--- src/stc_cfg.svh ---
// Offsets, field positions and reset values of the transmit control block.
// Assumes a 32-bit APB register window, one register per aligned word.
`ifndef STC_CFG_SVH
`define STC_CFG_SVH

// Register byte offsets
`define STC_OFF_TXCTL 8'h00
`define STC_OFF_TXDATA 8'h04
`define STC_OFF_RXCTL 8'h08
`define STC_OFF_BAUD 8'h0C
`define STC_OFF_STAT 8'h10
`define STC_OFF_MASK 8'h14

// Fields of transmit_status_control
`define STC_B_CLKSRC 7
`define STC_B_NINE 6
`define STC_B_TX_ON 5
`define STC_B_SYNC 4
`define STC_B_BREAK 3
`define STC_B_HIGH 2
`define STC_B_EMPTY 1
`define STC_B_NINTH 0

// Fields of the receiver tie-in register
`define STC_B_RX_ONE 0
`define STC_B_RX_CONT 1

// Fields of status and mask
`define STC_B_EV_DONE 0
`define STC_B_EV_BRK 1

// Reset values
`define STC_RST_TXCTL 8'h00
`define STC_RST_BAUD 16'h0000
`define STC_RST_MASK 2'h0

// Oversampling per bit in asynchronous mode
`define STC_OVS_LOW 4'hF
`define STC_OVS_HIGH 4'h3

// Frame lengths in bits, less one
`define STC_LEN_BRK 4'hD
`define STC_LEN_A9 4'hA
`define STC_LEN_A8 4'h9
`define STC_LEN_S9 4'h8
`define STC_LEN_S8 4'h7

`endif

--- src/stc_pkg.sv ---
// Types shared by the transmit control block.
// Assumes stc_cfg.svh is on the include path.
package stc_pkg;

typedef enum logic {ST_IDLE, ST_RUN} stc_sh_state_t;

typedef struct packed {
    stc_sh_state_t st;
    logic [12:0] sh;
    logic [3:0] cnt;
    logic tx;
    logic sck;
    logic brk;
    logic done;
    logic done_brk;
} stc_shift_st_t;

typedef struct packed {
    logic [15:0] pre;
    logic [3:0] ovs;
    logic bit_en;
} stc_baud_st_t;

typedef struct packed {
    logic [7:0] ctl;
    logic [7:0] hold;
    logic pend;
    logic [1:0] rxctl;
    logic [15:0] div;
    logic [1:0] stat;
    logic [1:0] mask;
    logic pready;
    logic [31:0] prdata;
    logic pslverr;
    logic irq;
    logic sck_q;
    logic tx_oe;
    logic sck_oe;
} stc_top_st_t;

endpackage

--- src/stc_if.sv ---
// Control and status link between the register block and the shifter.
// Assumes both ends share one clock.
`timescale 1ns/1ps
`default_nettype none
interface stc_if;
    logic en;
    logic start;
    logic brk;
    logic sync;
    logic master;
    logic nine;
    logic ninth;
    logic [7:0] data;
    logic bit_en;
    logic sck_fall;
    logic busy;
    logic done;
    logic done_brk;

    modport ctrl (
        output en, start, brk, sync, master, nine, ninth, data,
        output bit_en, sck_fall,
        input busy, done, done_brk
    );
    modport shf (
        input en, start, brk, sync, master, nine, ninth, data,
        input bit_en, sck_fall,
        output busy, done, done_brk
    );
endinterface
`default_nettype wire

--- src/stc_baud.sv ---
// Bit-rate enable generator: divisor prescaler then oversampling count.
// Assumes a single clock; the output is a one-cycle enable pulse.
`timescale 1ns/1ps
`default_nettype none
`include "stc_cfg.svh"
module stc_baud
    import stc_pkg::*;
#(
    parameter int DIV_W = 16
) (
    input wire logic clk_i,
    input wire logic rst_n_i,
    input wire logic en_i,
    input wire logic [DIV_W-1:0] div_i,
    input wire logic sync_i,
    input wire logic high_i,
    output logic bit_en_o
);
    stc_baud_st_t s, n;
    logic [3:0] ovs_top;

    // Sync mode uses one tick per half clock; high speed only in async
    always_comb begin
        ovs_top = sync_i ? 4'h0 : (high_i ? `STC_OVS_HIGH : `STC_OVS_LOW);
        n = s;
        n.bit_en = 1'b0;
        if (!en_i) begin
            n.pre = '0;
            n.ovs = '0;
        end else if (s.pre >= 16'(div_i)) begin
            n.pre = '0;
            if (s.ovs >= ovs_top) begin
                n.ovs = '0;
                n.bit_en = 1'b1;
            end else begin
                n.ovs = s.ovs + 4'h1;
            end
        end else begin
            n.pre = s.pre + 16'h0001;
        end
    end

    always_ff @(posedge clk_i) begin
        if (!rst_n_i) begin
            s <= '0;
        end else begin
            s <= n;
        end
    end

    assign bit_en_o = s.bit_en;
endmodule
`default_nettype wire

--- src/stc_shift.sv ---
// Transmit shifter: async frames with start and stop, breaks, and
// clocked sync frames as clock master or slave.
// Assumes bit_en and sck_fall are single-cycle pulses.
`timescale 1ns/1ps
`default_nettype none
`include "stc_cfg.svh"
module stc_shift
    import stc_pkg::*;
(
    input wire logic clk_i,
    input wire logic rst_n_i,
    stc_if.shf bus,
    output logic tx_o,
    output logic sck_o,
    output logic sck_oe_o
);
    stc_shift_st_t s, n;
    logic [13:0] frame;
    logic [3:0] len;
    logic adv;

    // Frame image, LSB first on the line
    always_comb begin
        if (bus.sync) begin
            frame = {5'h00, bus.ninth, bus.data};
            len = bus.nine ? `STC_LEN_S9 : `STC_LEN_S8;
        end else if (bus.brk) begin
            frame = 14'h2000;
            len = `STC_LEN_BRK;
        end else if (bus.nine) begin
            frame = {4'hF, bus.ninth, bus.data, 1'b0};
            len = `STC_LEN_A9;
        end else begin
            frame = {4'hF, 1'b1, bus.data, 1'b0};
            len = `STC_LEN_A8;
        end
    end

    // Master shifts on its own falling clock; slave on the outside one
    always_comb begin
        if (!bus.sync) begin
            adv = bus.bit_en;
        end else if (bus.master) begin
            adv = bus.bit_en & s.sck;
        end else begin
            adv = bus.sck_fall;
        end
    end

    always_comb begin
        n = s;
        n.done = 1'b0;
        n.done_brk = 1'b0;
        if (!bus.en) begin
            // Disabling aborts a frame and idles the line
            n.st = ST_IDLE;
            n.tx = 1'b1;
            n.sck = 1'b0;
        end else begin
            unique case (s.st)
                ST_IDLE: begin
                    n.sck = 1'b0;
                    if (bus.start) begin
                        n.st = ST_RUN;
                        n.sh = frame[13:1];
                        n.tx = frame[0];
                        n.cnt = len;
                        n.brk = bus.brk & ~bus.sync;
                    end
                end
                ST_RUN: begin
                    if (bus.sync && bus.master && bus.bit_en) begin
                        n.sck = ~s.sck;
                    end
                    if (adv) begin
                        if (s.cnt == 4'h0) begin
                            n.st = ST_IDLE;
                            n.tx = 1'b1;
                            n.done = 1'b1;
                            n.done_brk = s.brk;
                        end else begin
                            n.tx = s.sh[0];
                            n.sh = {1'b1, s.sh[12:1]};
                            n.cnt = s.cnt - 4'h1;
                        end
                    end
                end
            endcase
        end
    end

    always_ff @(posedge clk_i) begin
        if (!rst_n_i) begin
            s <= '{st: ST_IDLE, sh: '0, cnt: '0, tx: 1'b1, sck: 1'b0,
                   brk: 1'b0, done: 1'b0, done_brk: 1'b0};
        end else begin
            s <= n;
        end
    end

    assign bus.busy = (s.st == ST_RUN);
    assign bus.done = s.done;
    assign bus.done_brk = s.done_brk;
    assign tx_o = s.tx;
    assign sck_o = s.sck;
    // The top owns the clock pin enable; this one stays low
    assign sck_oe_o = 1'b0;
endmodule
`default_nettype wire

--- src/stc_top.sv ---
// Transmit control and status block with APB register access.
// Assumes APB master per the usual protocol and synchronous line inputs.
//
// Overview of operation
// - In sync mode clock_source_select set makes the port clock master from the baud generator, clear makes it a slave; ignored in async mode.
// - nine_bit_transmit_select picks 9-bit characters when one and 8-bit characters when zero.
// - The transmitter runs only while transmit_enable_bit is one; clearing it stops transmission.
// - In sync mode an active single or continuous receive enable overrides transmit_enable_bit.
// - link_mode_select one means synchronous operation, zero asynchronous.
// - In async mode break_send_request turns the next transmission into a break and hardware clears it when the break ends; ignored in sync mode.
// - In async mode high_baud_select chooses high speed when one, low speed when zero; no effect in sync mode.
// - shift_register_empty reads one while the shift register is empty, zero while full, is read-only and resets to one.
// - ninth_transmit_bit is the ninth data bit of 9-bit frames, usable as address marker or parity.
// - The baud divisor may be adjusted as the coarser alternative correction, for example by auto-baud logic.
//
// The implementer's own choices: register access over APB and the address map.
`timescale 1ns/1ps
`default_nettype none
`include "stc_cfg.svh"
module stc_top
    import stc_pkg::*;
#(
    parameter int DIV_W = 16
) (
    input wire logic clk_i,
    input wire logic rst_n_i,
    input wire logic psel_i,
    input wire logic penable_i,
    input wire logic pwrite_i,
    input wire logic [7:0] paddr_i,
    input wire logic [31:0] pwdata_i,
    output logic pready_o,
    output logic [31:0] prdata_o,
    output logic pslverr_o,
    input wire logic sck_i,
    output logic sck_o,
    output logic sck_oe_o,
    output logic tx_o,
    output logic tx_oe_o,
    output logic irq_o
);
    stc_top_st_t s, n;
    stc_if lnk ();
    logic sync_m;
    logic rx_act;
    logic en_eff;
    logic wr;
    logic rd;
    logic hit;
    logic [31:0] rdat;
    logic [1:0] ev;
    logic [1:0] clr;
    logic [7:0] ctl_view;
    logic sh_tx;
    logic sh_sck;

    // Mode decode from the control register
    assign sync_m = s.ctl[`STC_B_SYNC];
    assign rx_act = s.rxctl[`STC_B_RX_ONE] | s.rxctl[`STC_B_RX_CONT];
    // Reception wins over transmission only in sync mode
    assign en_eff = s.ctl[`STC_B_TX_ON] & ~(sync_m & rx_act);

    // Controls toward the shifter
    assign lnk.en = en_eff;
    assign lnk.sync = sync_m;
    assign lnk.master = s.ctl[`STC_B_CLKSRC];
    assign lnk.nine = s.ctl[`STC_B_NINE];
    assign lnk.ninth = s.ctl[`STC_B_NINTH];
    assign lnk.brk = s.ctl[`STC_B_BREAK] & ~sync_m;
    assign lnk.data = s.hold;
    assign lnk.start = s.pend & en_eff & ~lnk.busy;
    // Slave clock edge; the input is already synchronous
    assign lnk.sck_fall = s.sck_q & ~sck_i;

    // Bit timing: high speed select only matters in async mode
    stc_baud #(
        .DIV_W(DIV_W)
    ) u_baud (
        .clk_i(clk_i),
        .rst_n_i(rst_n_i),
        .en_i(en_eff & lnk.busy),
        .div_i(s.div[DIV_W-1:0]),
        .sync_i(sync_m),
        .high_i(s.ctl[`STC_B_HIGH]),
        .bit_en_o(lnk.bit_en)
    );

    stc_shift u_shift (
        .clk_i(clk_i),
        .rst_n_i(rst_n_i),
        .bus(lnk),
        .tx_o(sh_tx),
        .sck_o(sh_sck),
        .sck_oe_o()
    );

    // APB access phase; the answer comes one cycle into it
    assign wr = psel_i & penable_i & s.pready & pwrite_i;
    assign rd = psel_i & penable_i & ~s.pready & ~pwrite_i;

    // Live view of the control register with the empty flag
    always_comb begin
        ctl_view = s.ctl;
        ctl_view[`STC_B_EMPTY] = ~lnk.busy;
    end

    // Read mux and address decode
    always_comb begin
        rdat = 32'h0000_0000;
        hit = 1'b1;
        unique case (paddr_i)
            `STC_OFF_TXCTL: rdat = {24'h000000, ctl_view};
            `STC_OFF_TXDATA: rdat = {24'h000000, s.hold};
            `STC_OFF_RXCTL: rdat = {30'h0, s.rxctl};
            `STC_OFF_BAUD: rdat = {16'h0000, s.div};
            `STC_OFF_STAT: rdat = {30'h0, s.stat};
            `STC_OFF_MASK: rdat = {30'h0, s.mask};
            default: hit = 1'b0;
        endcase
    end

    // Events and write-one-to-clear mask
    assign ev[`STC_B_EV_DONE] = lnk.done;
    assign ev[`STC_B_EV_BRK] = lnk.done_brk;
    assign clr = (wr && paddr_i == `STC_OFF_STAT) ? pwdata_i[1:0] : 2'h0;

    always_comb begin
        n = s;
        n.sck_q = sck_i;
        // Slave answers in the second access cycle, then drops pready
        n.pready = psel_i & penable_i & ~s.pready;
        n.pslverr = psel_i & penable_i & ~s.pready & ~hit;
        if (rd) begin
            n.prdata = rdat;
        end
        // A queued character is consumed when the shifter takes it
        if (lnk.start) begin
            n.pend = 1'b0;
        end
        if (wr) begin
            unique case (paddr_i)
                `STC_OFF_TXCTL: begin
                    // Empty flag is read-only
                    n.ctl = pwdata_i[7:0];
                    n.ctl[`STC_B_EMPTY] = 1'b0;
                end
                `STC_OFF_TXDATA: begin
                    n.hold = pwdata_i[7:0];
                    n.pend = 1'b1;
                end
                `STC_OFF_RXCTL: n.rxctl = pwdata_i[1:0];
                // Divisor may be retuned at run time; takes the next tick
                `STC_OFF_BAUD: n.div = pwdata_i[15:0];
                `STC_OFF_MASK: n.mask = pwdata_i[1:0];
                default: begin
                end
            endcase
        end
        // Hardware clears the break request once the break is sent
        if (lnk.done_brk) begin
            n.ctl[`STC_B_BREAK] = 1'b0;
        end
        // Sticky status: a new event beats a same-cycle clear
        n.stat = (s.stat & ~clr) | ev;
        n.irq = |(n.stat & n.mask);
        // Pin enables follow the new control values so they settle together
        // Data pin is released while sync reception owns it
        n.tx_oe = ~(n.ctl[`STC_B_SYNC]
            & (n.rxctl[`STC_B_RX_ONE] | n.rxctl[`STC_B_RX_CONT]));
        // Clock pin driven only as sync master with an effective enable
        n.sck_oe = n.ctl[`STC_B_SYNC] & n.ctl[`STC_B_CLKSRC]
            & n.ctl[`STC_B_TX_ON] & n.tx_oe;
    end

    always_ff @(posedge clk_i) begin
        if (!rst_n_i) begin
            s <= '{ctl: `STC_RST_TXCTL, hold: '0, pend: 1'b0,
                   rxctl: '0, div: `STC_RST_BAUD, stat: '0,
                   mask: `STC_RST_MASK, pready: 1'b0,
                   prdata: '0, pslverr: 1'b0, irq: 1'b0,
                   sck_q: 1'b0, tx_oe: 1'b1, sck_oe: 1'b0};
        end else begin
            s <= n;
        end
    end

    // Line outputs come from the shifter flops
    assign tx_o = sh_tx;
    assign sck_o = sh_sck;
    assign sck_oe_o = s.sck_oe;
    assign tx_oe_o = s.tx_oe;
    assign pready_o = s.pready;
    assign prdata_o = s.prdata;
    assign pslverr_o = s.pslverr;
    assign irq_o = s.irq;
endmodule
`default_nettype wire

--- config.mk ---
export PLATFORM = sky130hd
export DESIGN_NAME = stc_top
export DESIGN_NICKNAME = d
export VERILOG_FILES = /design/src/stc_pkg.sv /design/src/stc_if.sv /design/src/stc_baud.sv /design/src/stc_shift.sv /design/src/stc_top.sv
export VERILOG_INCLUDE_DIRS = /design/src
export SDC_FILE = /design/constraint.sdc
export NUM_CORES = 1
export LEC_CHECK = 0
export BUFFER_PORTS_ARGS = -buffer_cell sky130_fd_sc_hd__buf_2
export CAP_MARGIN = 0
export CORE_ASPECT_RATIO = 0.8
export CORE_MARGIN = 3
export CORE_UTILIZATION = 60
export DETAILED_ROUTE_END_ITERATION = 16
export PLACE_DENSITY = 0.84
export SYNTH_ARGS = -nofsm -noshare
export SYNTH_HDL_FRONTEND = slang
export SYNTH_SLANG_ARGS = --single-unit
export TNS_END_PERCENT = 5
--- constraint.sdc ---
create_clock -name clk_i -period 4.3 [get_ports clk_i]
set_clock_uncertainty 0.2 [all_clocks]
set_input_delay 0 -clock clk_i [delete_from_list [all_inputs] [get_ports clk_i]]
set_output_delay 0 -clock clk_i [all_outputs]
set_load 0.01 [all_outputs]
==> metrics.md <==
| Metric | Value |
|---|---|
| Final Instance Count excl. Fillers | 788 |
| Hold Path Depth | 6 |
| Post-synth ARST share | 0% |
| Worst Path Max Fanout | 11 |
| Worst hold margin | around 0.036 ns |
| Run status | finished clean |
| Crit. End Element | register |
| Via-to-Cell Ratio | 5.70 |
| Placed cell area | 5230 um2 |
| Final min period | 3.02 ns |
| Antenna Cells | 0 |
| Pre-CTS setup slack | 1.69 ns |
| Placed insts | about 740 |
| Fin crit share | 70.2% |
| Post-Route WL | 12.1 mm |
| Clk_lat worst skew | ~0.37 ns |
| Pint | 1.30 mW |
| Combinational share of power | 4.8% |
| Cells after Synth | 626 |
| Mapped Area | 5120 um2 |
| Setup TNS | 0 ns |
| Top-count cell post-synth | dfxtp_1 |
| Critical path data required time | ~4.3 ns |
| Antenna-violating nets left | 0 |
| PostCTS Resize Cnt | 0 |
| All-Layer GR Usage | around 26% |
| Area Overhead vs Synth | 11.8% |
| Vias | about 4500 |
| FP Rows | 29 |
| I/O Pins | 85 |
| Number of synthesized flops with an enable pin | 0 |
| Post-synthesis sequential area ratio | about 40% |
| Final WS setup | 1.28 ns |
| Root Driver | clkbuf_8 |
| Max-slew violations | 0 |
| CTS Buf Count | 9 |
| Main flop type after synthesis | dfxtp_1 |
| Switching pwr | 0.385 mW |
| Worst EP arrival | 3.06 ns |
| Peak supply drop | 0.244 mV |
| Final core occ | between 70% and 80% |
| Setup CP Type | in -> reg |
| Power density cells | 294 nW/um2 |
| Depth of the CTS H-tree | 3 |
| Clock Path Buffers | 2 |
| Pwr Total | 1.69 mW |
| Yosys top cell by area | dfxtp_1 |
| Initial antenna violation count | 0 |
| Setup violators final | 0 |
| CTS tree | yes |
| Syn Area/Cell | 8.19 um2 |
| Synthesized flop and latch total | 104 |
| Final nets | between 700 and 800 |
| Post-CTS Setup Bufs | 0 |
| Setup crit start kind | input pin |
| 1st-pass router iterations | 5 |
| Vias in the first global route | 4286 |
| Sequential share of power | between 50 and 60% |
| Synth area leaders | dfxtp_1 (41%), nand2_1 (6.0%), a21oi_1 (6.0%) |
| Max frequency | between 300 and 400 MHz |
| CTS Sinks | 104 |
| RSZ-0062 raised after global routing | no |
| Type of the worst min-delay path | in -> reg |
| Placer congestion estimate | 0.869 |
| DRT iter0 DRCs | around 320 |
| Largest net degree at the start of global routing | 36 |
| Placeable Area | 8130 um2 |
| Clock transition at path regs | 0.09 ns |
| Switch share | 22.8% |
| Gr ovfl total | 0 |
| First-pass GRT wire length | 19.7 mm |
| Ratio of cells with drive above 1 in the final layout | 11.8% |
| Die height | ~89 um |
| Actual slew at the worst max-slew pin | 0.739 ns |
| DIE WIDTH | 109 um |
| Top cell type's share of synthesized area | 40.6% |
| Port Buffers | 52 |
| Leak pwr | 2.26 nW |
| Avg WL per Cell | 15.3 um |
| Synthesis Warnings | 0 |
| Hold Vio Cnt, Final | 0 |
| R2r worst-path depth | 6 |
| DRC Markers | 0 |
| Starting density of the core | 63.1% |
| Dpl hpwl | 8.48 mm |
| Max cap viols | 0 |
| Synth top cells by count | dfxtp_1 (104), nand2_1 (82), nor2_1 (76), a21oi_1 (61), buf_4 (35) |
| Fin area | 5730 um2 |
| Post-synthesis cell type count | 47 |
| Die area | 9690 um2 |
| Slew HR | 50.6% |
| Clock share of power | 38.0% |
==> cells by family after synthesis <==
family / count (synthesis) / share of synthesized area [%]
other: 1 / 0.0732
DFF: 104 / 40.6
muxes: 27 / 5.27
adders and majority gates: 24 / 5.86
and+or+nand+nor: 231 / 20.4
xor gates and xnor gates: 15 / 2.56
buffers and inverters: 89 / 9.25
AOI/OAI and AO/OA: 135 / 15.9
==> power by group through the flow <==
stage                     registers, mW  clock network, mW  logic, mW
after CTS                         0.964              0.646     0.0787
final                             0.964              0.641     0.0814
after global routing              0.965              0.682     0.0874
after global placement            0.987                  0     0.0585
after floorplan                   0.987                  0     0.0430
after detailed placement          0.987                  0     0.0598
==> state kept, by name (all words and copies together), names as in the netlist <==
| signal | flops |
|---|---|
| u_shift.bus.done_brk | 1 |
| lnk.data | 8 |
| pslverr_o | 1 |
| irq_o | 1 |
| sck_oe_o | 1 |
| pready_o | 1 |
| tx_oe_o | 1 |
| u_baud.bit_en_o | 1 |
| s | 24 |
| ctl_view | 7 |
| u_shift.bus.busy | 1 |
| u_shift.sck_o | 1 |
| u_baud.s | 20 |
| u_shift.tx_o | 1 |
| u_shift.bus.done | 1 |
| prdata_o | 16 |
| u_shift.s | 18 |
==> final timing paths <==
path / end / slack [ns] / start
min: s[58] / 0.04 / paddr_i[0]
max reg2reg: sck_oe_o / 1.38 / pready_o
max: sck_oe_o / 1.28 / paddr_i[5]
min reg2reg: ctl_view[3] / 0.26 / u_shift.bus.done_brk
==> what timing repair did <==
action / 4_1_cts / 5_1_grt
endpoints found under the setup margin: 0 / 0
hold buffers: 29 / 0
endpoints found under the hold margin: 53 / 0
==> worst max-delay path, cell delays in order <==
cell and delay, ns:
dlygate4sd3_1 0.54, buf_2 0.12, or4_4 0.52, nor4_4 0.38
dlygate4sd3_1 0.89, nand3_1 0.12, a21oi_1 0.16, nor3b_1 0.33
==> cell type report <==
type                            instances  area [um2]
Clock inverter                          5        63.8
Sequential cell                       104        2080
Multi-Input combinational cell        448        2630
Tap cell                              108         135
Fill cell                             616        2400
Inverter                               29         109
Clock buffer                           11         151
Timing Repair Buffer                   83         566
==> per-layer routing <==
metal	track usage, %	wire length [um]	up-vias
li1	-	-	2187
met1	33.1	5300	2093
met2	43.0	5550	186
met3	6.64	963	25
met4	8.95	245	0
met5	0	0	-
==> cell usage in the layout (no fill, tap or decap), drive strengths merged, types with 11 or more instances in the layout <==
cell type	count
inv	30
buf	54
o21ai	25
conb	16
nand2	83
dfxtp	104
dlygate4sd3	29
a21oi	61
a211oi	13
mux2i	27
ha	24
nor2	76
nand3	19
clkbuf	11
Note: power is estimated with default switching activity, not from simulation.
